`config.mk`:
```
export PLATFORM = sky130hd
export DESIGN_NAME = tlr_ctrl
export DESIGN_NICKNAME = d
export VERILOG_FILES = /design/src/tlr_pkg.sv /design/src/tlr_ctrl.sv
export SDC_FILE = /design/constraint.sdc
export NUM_CORES = 1
export LEC_CHECK = 0
export ABC_AREA = 1
export BUFFER_PORTS_ARGS = -buffer_cell sky130_fd_sc_hd__buf_2
export CORE_MARGIN = 8
export CORE_UTILIZATION = 50
export CTS_BUF_LIST = sky130_fd_sc_hd__clkbuf_8
export DETAILED_ROUTE_END_ITERATION = 10
export GPL_ROUTABILITY_DRIVEN = 0
export PLACE_DENSITY = 0.75
export SLEW_MARGIN = 20
export SYNTH_ARGS = -nofsm -noshare
export SYNTH_HDL_FRONTEND = slang
export SYNTH_SLANG_ARGS = --single-unit
```
`constraint.sdc`:
```
create_clock -name sys_clk -period 1.9 [get_ports sys_clk]
set_clock_uncertainty 0.2 [all_clocks]
set_input_delay 0.38 -clock sys_clk [delete_from_list [all_inputs] [get_ports sys_clk]]
set_output_delay 0.38 -clock sys_clk [all_outputs]
set_load 0.01 [all_outputs]
```
`src/tlr_pkg.sv`:
```
// Package of register offsets, field positions, reset values and timing counts for the refinement block
package tlr_pkg;
    // Clock and timing
    localparam int SYS_CLK_MHZ            = 250;
    localparam int INIT_LIMIT_NS          = 3000;
    localparam int INIT_LIMIT_CYC         = INIT_LIMIT_NS * SYS_CLK_MHZ / 1000;
    localparam int IRQ_DIS_FAST_NS        = 200;
    localparam int IRQ_DIS_FAST_CYC       = (IRQ_DIS_FAST_NS * SYS_CLK_MHZ + 999) / 1000;
    localparam int ENH_CLK_MHZ            = 20;
    localparam int ENH_DIV_CYC            = SYS_CLK_MHZ / ENH_CLK_MHZ;
    localparam int ENH_IRQ_TICKS          = 5;
    localparam int XTAL_INTERVAL_NS       = 100;
    localparam int XTAL_INTERVAL_CYC      = (XTAL_INTERVAL_NS * SYS_CLK_MHZ + 999) / 1000;
    localparam int OPCLK_INTERVAL_TICKS   = 2;
    localparam int PROHIBIT_OPCLK_TICKS   = 4;
    localparam int SET_PULSE_OPCLK_TICKS  = 4;
    localparam int OPCLK_DIV_DEFAULT      = 50;
    localparam int PROBE_LINGER_TICKS     = 8;

    // Register byte offsets
    localparam logic [7:0] OFF_CONFIG     = 8'h00;
    localparam logic [7:0] OFF_COMMAND    = 8'h04;
    localparam logic [7:0] OFF_STATUS     = 8'h08;
    localparam logic [7:0] OFF_MASK       = 8'h0C;
    localparam logic [7:0] OFF_OWN_ID     = 8'h10;
    localparam logic [7:0] OFF_PROBE_ID   = 8'h14;
    localparam logic [7:0] OFF_DUP_ID     = 8'h18;
    localparam logic [7:0] OFF_SUCC_ID    = 8'h1C;
    localparam logic [7:0] OFF_SPEED      = 8'h20;
    localparam logic [7:0] OFF_RAM0       = 8'h24;
    localparam logic [7:0] OFF_RAM1       = 8'h28;
    localparam logic [7:0] OFF_LINE       = 8'h2C;

    // Configuration fields
    localparam int CFG_SKIP_BIT           = 0;
    localparam int CFG_ENH_BIT            = 1;
    localparam int CFG_RESET_BIT          = 2;
    localparam int CFG_BUSMODE_BIT        = 3;

    // Status fields (status and mask share layout)
    localparam int ST_TX_AVAIL_BIT        = 0;
    localparam int ST_RX_INHIB_BIT        = 2;
    localparam int ST_INIT_DONE_BIT       = 3;
    localparam int ST_CMD_REFUSED_BIT     = 4;
    localparam int ST_WIDTH               = 5;

    // Commands in the low nibble of the command register
    localparam logic [3:0] CMD_CLR_TXRX   = 4'h1;
    localparam logic [3:0] CMD_CLR_FLAG   = 4'h2;
    localparam logic [3:0] CMD_EN_TX      = 4'h3;
    localparam logic [3:0] CMD_EN_RX      = 4'h4;
    localparam logic [3:0] CMD_DIS_TX     = 4'h5;
    localparam logic [3:0] CMD_DIS_RX     = 4'h6;

    // RAM initialisation and reset values
    localparam logic [7:0] INIT_MARK      = 8'hD1;
    localparam logic [7:0] OWN_ID_SOFTRST = 8'h00;
    localparam logic [2:0] PRESCALE_RESET = 3'h0;
    localparam logic [7:0] MASK_RESET     = 8'h00;

    typedef enum logic [1:0] {TLR_IDLE, TLR_WAIT_LINE, TLR_WR0, TLR_WR1} tlr_init_t;
endpackage

```
`src/tlr_ctrl.sv`:
```
// Init sequencer, timing refinements, interrupt and APB register file of the token LAN controller
`timescale 1ns/10ps
// Contract
// - Line-idle wait holds init writes by default
// - Skip option suppresses wait during init routine
// - Own id write stores D1 and id
// - Enhanced timing defaults off, enables refinements
// - Clear or successor read drops interrupt briefly
// - Enhanced: disable time from fixed 20 MHz
// - Enhanced: prescale select synchronised
// - Legacy: command interval from operation clock
// - Enhanced: command interval 100 ns always
// - Legacy: enable commands blocked after status return
// - Receiver inhibited return raises interrupt
// - Enhanced: status returns at pulse end
// - Enhanced: own or probe id write clears lingering match
// - Enhanced: soft reset also clears mask
// - Soft reset on own id zero or bit
// - Soft reset sets status bits high
module tlr_ctrl
#(
    parameter int OPCLK_DIV = tlr_pkg::OPCLK_DIV_DEFAULT
)
(
    input  wire logic        sys_clk,
    input  wire logic        sys_rst,
    input  wire logic        psel,
    input  wire logic        penable,
    input  wire logic        pwrite,
    input  wire logic [7:0]  paddr,
    input  wire logic [31:0] pwdata,
    output logic      [31:0] prdata,
    output logic             pready,
    output logic             pslverr,
    input  wire logic        line_active,
    input  wire logic        tx_done,
    input  wire logic        rx_done,
    input  wire logic        match_hit,
    output logic             interrupt_out_low,
    output logic             irq,
    output logic      [2:0]  prescale_select_bits,
    output logic             probe_match,
    output logic             soft_reset
);
    import tlr_pkg::*;

    localparam int OPW = $clog2(OPCLK_DIV + 1);

    logic [7:0]  config_reg;
    logic [7:0]  own_station_id;
    logic [7:0]  probe_station_id;
    logic [7:0]  dup_station_id;
    logic [7:0]  successor_station_id;
    logic [2:0]  prescale_select;
    logic [2:0]  presc_meta;
    logic [7:0]  ram0;
    logic [7:0]  ram1;
    logic [ST_WIDTH-1:0] status;
    logic [ST_WIDTH-1:0] mask;
    logic        transmitter_available;
    logic        receiver_inhibited;
    tlr_init_t   init_state;
    logic [9:0]  init_cnt;
    logic [OPW-1:0] op_div;
    logic        op_tick;
    logic [3:0]  enh_div;
    logic        enh_tick;
    logic [5:0]  dis_cnt;
    logic [5:0]  cmd_gap;
    logic [3:0]  prohib;
    logic [3:0]  set_pulse;
    logic        set_tx;
    logic        set_rx;
    logic        pend_tx;
    logic        pend_rx;
    logic [3:0]  linger;
    logic        wr_en;
    logic        rd_en;
    logic        enh;
    logic        skip_wait;
    logic        own_wr;
    logic        cmd_wr;
    logic        cmd_ok;
    logic        soft_now;
    logic        irq_clear_ev;
    logic        in_init;
    logic        ri_rise;
    logic        ri_q;
    logic [ST_WIDTH-1:0] events;

    // Bus strobes and decoded write events
    assign wr_en        = psel && penable && pwrite;
    assign rd_en        = psel && penable && !pwrite;
    assign pready       = 1'b1;
    assign enh          = config_reg[CFG_ENH_BIT];
    assign skip_wait    = config_reg[CFG_SKIP_BIT];
    assign own_wr       = wr_en && paddr == OFF_OWN_ID;
    assign cmd_wr       = wr_en && paddr == OFF_COMMAND;
    assign soft_now     = (own_wr && pwdata[7:0] == OWN_ID_SOFTRST)
                        || (wr_en && paddr == OFF_CONFIG && pwdata[CFG_RESET_BIT]);
    assign irq_clear_ev = (cmd_wr && (pwdata[3:0] == CMD_CLR_TXRX || pwdata[3:0] == CMD_CLR_FLAG))
                        || (rd_en && paddr == OFF_SUCC_ID);
    assign in_init      = init_state != TLR_IDLE;

    // Address above the line register answers with an error
    always_comb
    begin
        pslverr = 1'b0;
        if (psel && penable && paddr > OFF_LINE)
            pslverr = 1'b1;
    end

    // Hard-reset configuration; options stay off until written
    always_ff @(posedge sys_clk)
    begin
        if (sys_rst)
            config_reg <= 8'h00;
        else if (wr_en && paddr == OFF_CONFIG)
            config_reg <= {4'h0, pwdata[3:0] & 4'hB}; // Reset bit self-clears
    end

    // Station identity registers
    always_ff @(posedge sys_clk)
    begin
        if (sys_rst)
        begin
            own_station_id       <= 8'h00;
            probe_station_id     <= 8'h00;
            dup_station_id       <= 8'h00;
            successor_station_id <= 8'h00;
        end
        else if (wr_en)
        begin
            if (paddr == OFF_OWN_ID)
                own_station_id <= pwdata[7:0];
            if (paddr == OFF_PROBE_ID)
                probe_station_id <= pwdata[7:0];
            if (paddr == OFF_DUP_ID)
                dup_station_id <= pwdata[7:0];
            if (paddr == OFF_SUCC_ID)
                successor_station_id <= pwdata[7:0];
        end
    end

    // Soft reset pulse out
    always_ff @(posedge sys_clk)
    begin
        if (sys_rst)
            soft_reset <= 1'b0;
        else
            soft_reset <= soft_now;
    end

    // Operation clock tick and fixed 20 MHz tick
    always_ff @(posedge sys_clk)
    begin
        if (sys_rst)
        begin
            op_div <= '0;
            enh_div <= 4'h0;
        end
        else
        begin
            op_div <= (op_div == OPW'(OPCLK_DIV - 1)) ? '0 : op_div + 1'b1;
            enh_div <= (enh_div == 4'(ENH_DIV_CYC - 1)) ? 4'h0 : enh_div + 4'h1;
        end
    end
    assign op_tick  = op_div == '0;
    assign enh_tick = enh_div == 4'h0;

    // RAM initialisation sequencer after own id write
    always_ff @(posedge sys_clk)
    begin
        if (sys_rst)
        begin
            init_state <= TLR_IDLE;
            ram0 <= 8'h00;
            ram1 <= 8'h00;
            init_cnt <= 10'h000;
        end
        else
        begin
            // Deadline counts only once the line lets the routine run
            init_cnt <= (in_init && !(init_state == TLR_WAIT_LINE && line_active && !skip_wait))
                        ? init_cnt + 10'h001 : 10'h000;
            case (init_state)
                TLR_IDLE:
                    if (own_wr && pwdata[7:0] != OWN_ID_SOFTRST)
                        init_state <= TLR_WAIT_LINE;
                TLR_WAIT_LINE:
                    if (!line_active || skip_wait)
                        init_state <= TLR_WR0;
                TLR_WR0:
                begin
                    ram0 <= INIT_MARK;
                    init_state <= TLR_WR1;
                end
                TLR_WR1:
                begin
                    ram1 <= own_station_id;
                    init_state <= TLR_IDLE;
                end
                default:
                    init_state <= TLR_IDLE;
            endcase
        end
    end

    // Prescale select register and optional synchronisers
    always_ff @(posedge sys_clk)
    begin
        if (sys_rst)
        begin
            prescale_select <= PRESCALE_RESET;
            presc_meta <= PRESCALE_RESET;
            prescale_select_bits <= PRESCALE_RESET;
        end
        else
        begin
            if (wr_en && paddr == OFF_SPEED)
                prescale_select <= pwdata[2:0]; // Host keeps zero at high rate
            if (op_tick)
                presc_meta <= prescale_select;
            if (!enh)
                prescale_select_bits <= prescale_select;
            else if (op_tick)
                prescale_select_bits <= presc_meta;
        end
    end

    // Command interval timer, legacy on op clock, enhanced on crystal
    always_ff @(posedge sys_clk)
    begin
        if (sys_rst)
            cmd_gap <= 6'h00;
        else if (cmd_wr && cmd_ok)
            cmd_gap <= enh ? 6'(XTAL_INTERVAL_CYC) : 6'(OPCLK_INTERVAL_TICKS);
        else if (cmd_gap != 6'h00 && (enh || op_tick))
            cmd_gap <= cmd_gap - 6'h01;
    end

    // Enable command prohibition after status bit returns (legacy only)
    always_comb
    begin
        cmd_ok = cmd_gap == 6'h00;
        if (!enh && prohib != 4'h0 && (pwdata[3:0] == CMD_EN_TX || pwdata[3:0] == CMD_EN_RX))
            cmd_ok = 1'b0;
    end

    // Internal setting pulse for status bits
    assign set_tx = tx_done || (cmd_wr && cmd_ok && pwdata[3:0] == CMD_DIS_TX);
    assign set_rx = rx_done || (cmd_wr && cmd_ok && pwdata[3:0] == CMD_DIS_RX);
    always_ff @(posedge sys_clk)
    begin
        if (sys_rst || soft_now)
        begin
            set_pulse <= 4'h0;
            prohib <= 4'h0;
            pend_tx <= 1'b0;
            pend_rx <= 1'b0;
        end
        else
        begin
            if (set_tx || set_rx)
                set_pulse <= 4'(SET_PULSE_OPCLK_TICKS);
            else if (set_pulse != 4'h0 && op_tick)
                set_pulse <= set_pulse - 4'h1;
            // Which status bit the running pulse returns at its end
            if (set_tx)
                pend_tx <= 1'b1;
            else if (set_pulse == 4'h1 && op_tick)
                pend_tx <= 1'b0;
            if (set_rx)
                pend_rx <= 1'b1;
            else if (set_pulse == 4'h1 && op_tick)
                pend_rx <= 1'b0;
            if (!enh && (set_tx || set_rx))
                prohib <= 4'(PROHIBIT_OPCLK_TICKS);
            else if (prohib != 4'h0 && op_tick)
                prohib <= prohib - 4'h1;
        end
    end

    // Status bits: legacy at pulse start, enhanced at pulse end
    always_ff @(posedge sys_clk)
    begin
        if (sys_rst || soft_now)
        begin
            transmitter_available <= 1'b1;
            receiver_inhibited <= 1'b1;
        end
        else
        begin
            if (cmd_wr && cmd_ok && pwdata[3:0] == CMD_EN_TX)
                transmitter_available <= 1'b0;
            else if (set_tx && !enh)
                transmitter_available <= 1'b1;
            else if (enh && set_pulse == 4'h1 && op_tick && pend_tx)
                transmitter_available <= 1'b1;
            if (cmd_wr && cmd_ok && pwdata[3:0] == CMD_EN_RX)
                receiver_inhibited <= 1'b0;
            else if (set_rx && !enh)
                receiver_inhibited <= 1'b1;
            else if (enh && set_pulse == 4'h1 && op_tick && pend_rx)
                receiver_inhibited <= 1'b1;
        end
    end

    // Lingering probe and duplicate match state
    always_ff @(posedge sys_clk)
    begin
        if (sys_rst)
            linger <= 4'h0;
        else if (enh && (own_wr || (wr_en && paddr == OFF_PROBE_ID)))
            linger <= 4'h0;
        else if (match_hit)
            linger <= 4'(PROBE_LINGER_TICKS);
        else if (linger != 4'h0 && op_tick)
            linger <= linger - 4'h1;
    end
    assign probe_match = linger != 4'h0;

    // Sticky event status, write one to clear, set wins
    always_ff @(posedge sys_clk)
    begin
        if (sys_rst)
            ri_q <= 1'b1;
        else
            ri_q <= receiver_inhibited;
    end
    assign ri_rise = receiver_inhibited && !ri_q;
    assign events = {cmd_wr && !cmd_ok, init_state == TLR_WR1, ri_rise, 1'b0,
                     transmitter_available && !status[ST_TX_AVAIL_BIT]};
    always_ff @(posedge sys_clk)
    begin
        if (sys_rst)
            status <= '0;
        else if (wr_en && paddr == OFF_STATUS)
            status <= (status & ~pwdata[ST_WIDTH-1:0]) | events;
        else
            status <= status | events;
    end

    // Mask cleared by hard reset, and soft reset when enhanced
    always_ff @(posedge sys_clk)
    begin
        if (sys_rst || (soft_now && enh))
            mask <= '0;
        else if (wr_en && paddr == OFF_MASK)
            mask <= pwdata[ST_WIDTH-1:0];
    end

    // Interrupt disable timer after clear command or successor read
    always_ff @(posedge sys_clk)
    begin
        if (sys_rst)
            dis_cnt <= 6'h00;
        else if (irq_clear_ev && irq)
            dis_cnt <= enh ? 6'(ENH_IRQ_TICKS) : 6'(IRQ_DIS_FAST_CYC);
        else if (dis_cnt != 6'h00 && (enh ? enh_tick : 1'b1))
            dis_cnt <= dis_cnt - 6'h01;
    end

    // Level interrupt output
    always_ff @(posedge sys_clk)
    begin
        if (sys_rst)
            irq <= 1'b0;
        else
            irq <= |(status & mask) && dis_cnt == 6'h00;
    end
    assign interrupt_out_low = !irq;

    // Read data mux
    always_ff @(posedge sys_clk)
    begin
        if (sys_rst)
            prdata <= 32'h0000_0000;
        else if (psel && !penable && !pwrite)
        begin
            case (paddr)
                OFF_CONFIG:   prdata <= {24'h0, config_reg};
                OFF_STATUS:   prdata <= {24'h0, 3'h0, status} | {30'h0, receiver_inhibited, transmitter_available} << 5;
                OFF_MASK:     prdata <= {27'h0, mask};
                OFF_OWN_ID:   prdata <= {24'h0, own_station_id};
                OFF_PROBE_ID: prdata <= {24'h0, probe_station_id};
                OFF_DUP_ID:   prdata <= {24'h0, dup_station_id};
                OFF_SUCC_ID:  prdata <= {24'h0, successor_station_id};
                OFF_SPEED:    prdata <= {29'h0, prescale_select};
                OFF_RAM0:     prdata <= {24'h0, ram0};
                OFF_RAM1:     prdata <= {24'h0, ram1};
                OFF_LINE:     prdata <= {31'h0, line_active};
                default:      prdata <= 32'h0000_0000;
            endcase
        end
    end

    // Assertions
    init_deadline_a: assert property (@(posedge sys_clk) disable iff (sys_rst)
        in_init && !line_active |-> init_cnt < 10'(INIT_LIMIT_CYC)) else $error("init too slow");
    line_hold_a: assert property (@(posedge sys_clk) disable iff (sys_rst)
        init_state == TLR_WAIT_LINE && line_active && !skip_wait |=> init_state == TLR_WAIT_LINE)
        else $error("init not held by busy line");
    skip_wait_a: assert property (@(posedge sys_clk) disable iff (sys_rst)
        init_state == TLR_WAIT_LINE && skip_wait |=> init_state == TLR_WR0 ##1 ram0 == INIT_MARK)
        else $error("skip did not proceed");
    irq_drop_a: assert property (@(posedge sys_clk) disable iff (sys_rst)
        irq_clear_ev && irq |=> ##1 !irq [*7]) else $error("interrupt not held off");
    soft_status_a: assert property (@(posedge sys_clk) disable iff (sys_rst)
        soft_now |=> transmitter_available && receiver_inhibited) else $error("soft reset status");
    mask_soft_a: assert property (@(posedge sys_clk) disable iff (sys_rst)
        soft_now && enh |=> mask == '0) else $error("mask not cleared");
    prohib_block_a: assert property (@(posedge sys_clk) disable iff (sys_rst)
        !enh && prohib != 4'h0 && cmd_wr && pwdata[3:0] == CMD_EN_RX |=> $stable(receiver_inhibited))
        else $error("enable accepted in prohibition");
    linger_clear_a: assert property (@(posedge sys_clk) disable iff (sys_rst)
        enh && own_wr |=> !probe_match) else $error("linger not cleared");
    gap_enh_a: assert property (@(posedge sys_clk) disable iff (sys_rst)
        enh && cmd_wr && cmd_ok |=> cmd_gap == 6'(XTAL_INTERVAL_CYC)) else $error("bad interval");
    ri_irq_a: assert property (@(posedge sys_clk) disable iff (sys_rst)
        ri_rise |=> status[ST_RX_INHIB_BIT]) else $error("ri event lost");
    init_c: cover property (@(posedge sys_clk) init_state == TLR_WR1);
    drop_c: cover property (@(posedge sys_clk) irq_clear_ev && irq);
    soft_c: cover property (@(posedge sys_clk) soft_now && enh);
endmodule

```
======== After elaboration in Yosys (flattened, before gate mapping) ========
Cells that the tools add are included.
word-level totals
  flip-flop bits (word level) ............. 138
  input bits .............................. 49
operators by class
  add/subtract/negate cells ............... 7
  $lt $le $gt $ge ......................... 1
  equality and inequality tests ........... 26
  mux-type cells .......................... 31
  bitwise gates (word level) .............. 6
  reduce and logical (&&, ||, !) cells .... 99
operators with widths
  kind                 count
  $pmux 8 s11          1
  $logic_and 1x1->1    45
  $eq 8x5->1 const B   4
  $eq 8x6->1 const B   4
  $mux 6               5
  $logic_not 6->1      3
  $mux 3               6
  $eq 8x4->1 const B   2
  $logic_not 8->1      2
  $reduce_bool 2->1    7
  $eq 4x3->1 const B   3
  $logic_or 1x1->1     12
  $mux 1               12
  $reduce_bool 4->1    3
  $reduce_bool 6->1    2
  $sub 4x1->4 const B  3
  $sub 6x1->6 const B  2
  $and 5x5->5          2
  $mux 5               2
  $or 5x5->5           2
  $reduce_and 2->1     5
  $reduce_or 2->1      5
  $eq 4x1->1 const B   2
  $eq 4x2->1 const B   2
  other kinds (22)     34

======== Depth between registers and ports, before layout ========
  word-level depth ........................ 10
  mapped depth ............................ 12

======== Least setup slack after synthesis ========
Ideal clock, no wire load.
  path type ............................... input port to flip-flop
  start point ............................. input paddr[7]
  end point ............................... register dup_station_id[5]
  setup time .............................. 119 ps
  data arrival time ....................... 1394 ps
  path slack .............................. 186 ps
  stages on the path ...................... 7
  cell sequence ........................... nor2_4 > nand3_4 > nor2_2 > nand2_1 > buf_2 > o21ai_0 > a21oi_1
between the ends
  longest elaborated chain between the ends .. 2
ends and longest elaborated chain
  element                            line             RTL
  from (decl)                        tlr_ctrl.sv:30   input wire logic [7:0] paddr,
  $eq 8x5->1                         tlr_ctrl.sv:138  if (paddr == OFF_DUP_ID)
  $reduce_and 2->1 (no source line)  -
  to (signal assigned)               tlr_ctrl.sv:139  dup_station_id <= pwdata[7:0];
  to (decl)                          tlr_ctrl.sv:52   logic [7:0] dup_station_id;
Every way passes these cells.
A chain may end at the register's enable or synchronous reset.

======== Worst setup path after layout ========
  start point ............................. register linger[0]
  end point ............................... output probe_match
between the ends
  longest elaborated chain between the ends .. 1
ends and longest elaborated chain
  element                 line             RTL
  from (decl)             tlr_ctrl.sv:76   logic [3:0] linger;
  from (signal assigned)  tlr_ctrl.sv:317  linger <= 4'(PROBE_LINGER_TICKS);
  from (signal assigned)  tlr_ctrl.sv:319  linger <= linger - 4'h1;
  $reduce_bool 4->1       tlr_ctrl.sv:321  assign probe_match = linger != 4'h0;
  to (decl)               tlr_ctrl.sv:42   output logic probe_match,
Every way passes these cells.

==> flow_summary.toml <==
[logic_synthesis]
avgSynthCellArea_um2 = 7.00
synth_warnings = 0
yosysSeqAreaShare_pct = 39.1
synth_cells = 834
ys_top_cells_by_count = "189 x nand2_1, 114 x dfxtp_1, 100 x inv_1, 97 x nor2_1, 75 x a21oi_1"
yosysMostFrequentCell = "nand2_1"
synthDistinctLibCells = 40
ys.flop_type = "dfxtp_1"
async_reset_ff_share_pct = 0
yosysTopAreaCellShare_pct = 39.1
synth_seq_cells = 114
ys_top_cells_by_area = "dfxtp_1 39%, nand2_1 12%, a21oi_1 6.4%"
synth-edff-count = 0
netlist_area_um2 = 5840
netlist.top_cell.by_area = "dfxtp_1"

[placement]
io_buffers = 40
dp.cells = 1056
dp_hpwl_um = 10800
placed_area_um2 = 6500

[floorplanning]
io_pins = 90
die-height_um = 124
dieArea_um2 = 15400
die_w_um = 124
start_util_pct = 51.2
num_rows = 39
core_um2 = 11400

[finish]
fin_cells = 1088
drive_gt1_share_pct = 18.9
diodes = 0
num-nets-final = 1003
design_area_um2 = 6960
area_growth_pct = 19.2
fin_util_pct = 61.0

[power_and_ir_drop]
ir_worst_vdd_mv = 1.03
p_seq_share_pct = 42.4
intPower_uw = 4380
p_clk_share_pct = 36.6
switching_share_pct = 29.4
p_leak_uw = 0.00325
combPwrFrac_pct = 21.0
p_sw_uw = 1820
power_density_nw_per_um2 = 891

[detailed_routing]
antenna_left = 0
firstDrtPassIters = 5
wire_per_inst_um = 13.7
vias_per_cell = 5.05
drt_iter0_markers = 582
wl_um = 14900
drc = 0
vias = 5491

[clock_tree]
cts_root_buf = "clkbuf_8"
path_clk_slew_ns = 0.06
cts_made_buffers = 17
insertion_delay_ns = 0.44
htree_levels = 4
clock-sinks = 114
cts_max_path_buffers = 2
tritoncts = "done"

[sta]
final-setup-viol-count = 0
max_clock_freq_mhz = 557
post-route-period-util_pct = 94.6
slew_violations = 0
hold_viol = 0
fin_crit_ns = 1.80

[global_routing]
grt_usage_pct = 20.0
grt.overflow.total = 0
antenna_found_initial = 0
grt_pass1_wl_um = 24100
grt_pass1_vias = 5129
grt_max_degree = 48

[outcome]
status = "finished, final reports clean"

[hold_path]
min-delay-start = "match_hit"
holdCritPathClass = "primary input to register"

[setup_path]
critPathLaunch = "linger[0]"
crit_path_start_kind = "register"
required_ns = 1.32
crit_type = "register to output port"
crit_path_max_fanout = 3
worstPathArrival_ns = 1.22
r2r-start = "cmd_gap[0]"
cp-end-kind = "output port"

[job]
max_cap_violations = 0
==> logic make-up (layout without fill, tap and decap cells) <==
group	Yosys count	count (layout)	synth area share [%]
AND/OR/NAND/NOR	380	380	29.0
AO/OA/AOI/OAI	152	152	13.6
flip-flops	114	114	39.1
XOR/XNOR	16	16	2.40
buffers and inverters	149	237	11.4
adder cells (fa/ha/maj)	19	19	4.07
other	2	25	0.129
multiplexers	2	2	0.343
==> layout make-up <==
cell class                 instances  area (um2)
clock buffer                      20         275
timing repair buffer             103         686
sequential                       114        2280
tap                              143         179
fill                            1063        4450
multi-input combinational        594        3030
clock inverter                     9         116
inverter                         105         394
==> power by group through the flow <==
stage / clock network (uW) / registers (uW) / logic, uW
finish: 2270 / 2630 / 1300
CTS: 2310 / 2630 / 1270
floorplan: 0 / 2660 / 982
global route: 2440 / 2650 / 1490
global placement: 0 / 2680 / 1200
detailed placement: 0 / 2680 / 1230
==> worst max-delay path: stages, from the launching register on <==
cell and delay, ns:
dfxtp_2 0.33, inv_2 0.08, ha_4 0.15, nand3_2 0.08, buf_2 0.15
==> cell usage in the layout (no fill, tap or decap), drive strengths merged, types with 2 or more instances in the layout <==
| master | netlist | layout |
|---|---|---|
| nand3 | 50 | 50 |
| xnor2 | 6 | 6 |
| a211oi | 2 | 2 |
| dfxtp | 114 | 114 |
| or2 | 4 | 4 |
| nand4 | 9 | 9 |
| nor3 | 10 | 10 |
| conb | 2 | 25 |
| bufinv | 0 | 3 |
| o21ai | 69 | 69 |
| nor2 | 112 | 112 |
| mux2i | 2 | 2 |
| a21oi | 75 | 75 |
| buf | 33 | 103 |
| xor2 | 10 | 10 |
| nand2 | 194 | 194 |
| ha | 19 | 19 |
| inv | 105 | 108 |
| clkinv | 0 | 3 |
| clkbuf | 11 | 20 |
==> routing by layer <==
| metal | GRT usage, % | part of all wire [%] | vias up | routed length, um |
|---|---|---|---|---|
| li1 | - | - | 2803 | - |
| met1 | 23.9 | 44 | 2488 | 6520 |
| met2 | 33.5 | 47 | 167 | 7010 |
| met3 | 5.30 | 6.8 | 33 | 1010 |
| met4 | 7.81 | 2.1 | 0 | 314 |
| met5 | 0 | 0 | - | 0 |
==> timing repair <==
action                                  4_1_cts  5_1_grt
buffers inserted                              0        3
resized for setup                             2       15
pin swaps                                     1        2
endpoints found under the hold margin         0        0
endpoints found under the setup margin        1       10
hold buffers                                  0        0
==> per-stage QoR <==
step           hold slack, ns  setup WS (ns)  setup TNS [ns]  total power, uW
6_report               0.0550          0.103               0             6210
5_1_grt                0.0445        -0.0201         -0.0429             6580
4_1_cts                0.0410        0.00462               0             6210
3_5_place_dp            0.238         -0.107           -2.00             3910
3_3_place_gp            0.232        -0.0661          -0.904             3880
2_1_floorplan           0.204          0.186               0             3640
==> path summary, 6_finish.rpt <==
kind,endpoint,slack [ns],depth (start not counted)
setup / recovery,probe_match,0.10,4
hold / removal,linger[3],0.06,3
setup reg to reg,cmd_gap[1],0.11,9
hold reg to reg,probe_station_id[5],0.25,2
(Power assumes the default switching activity.)
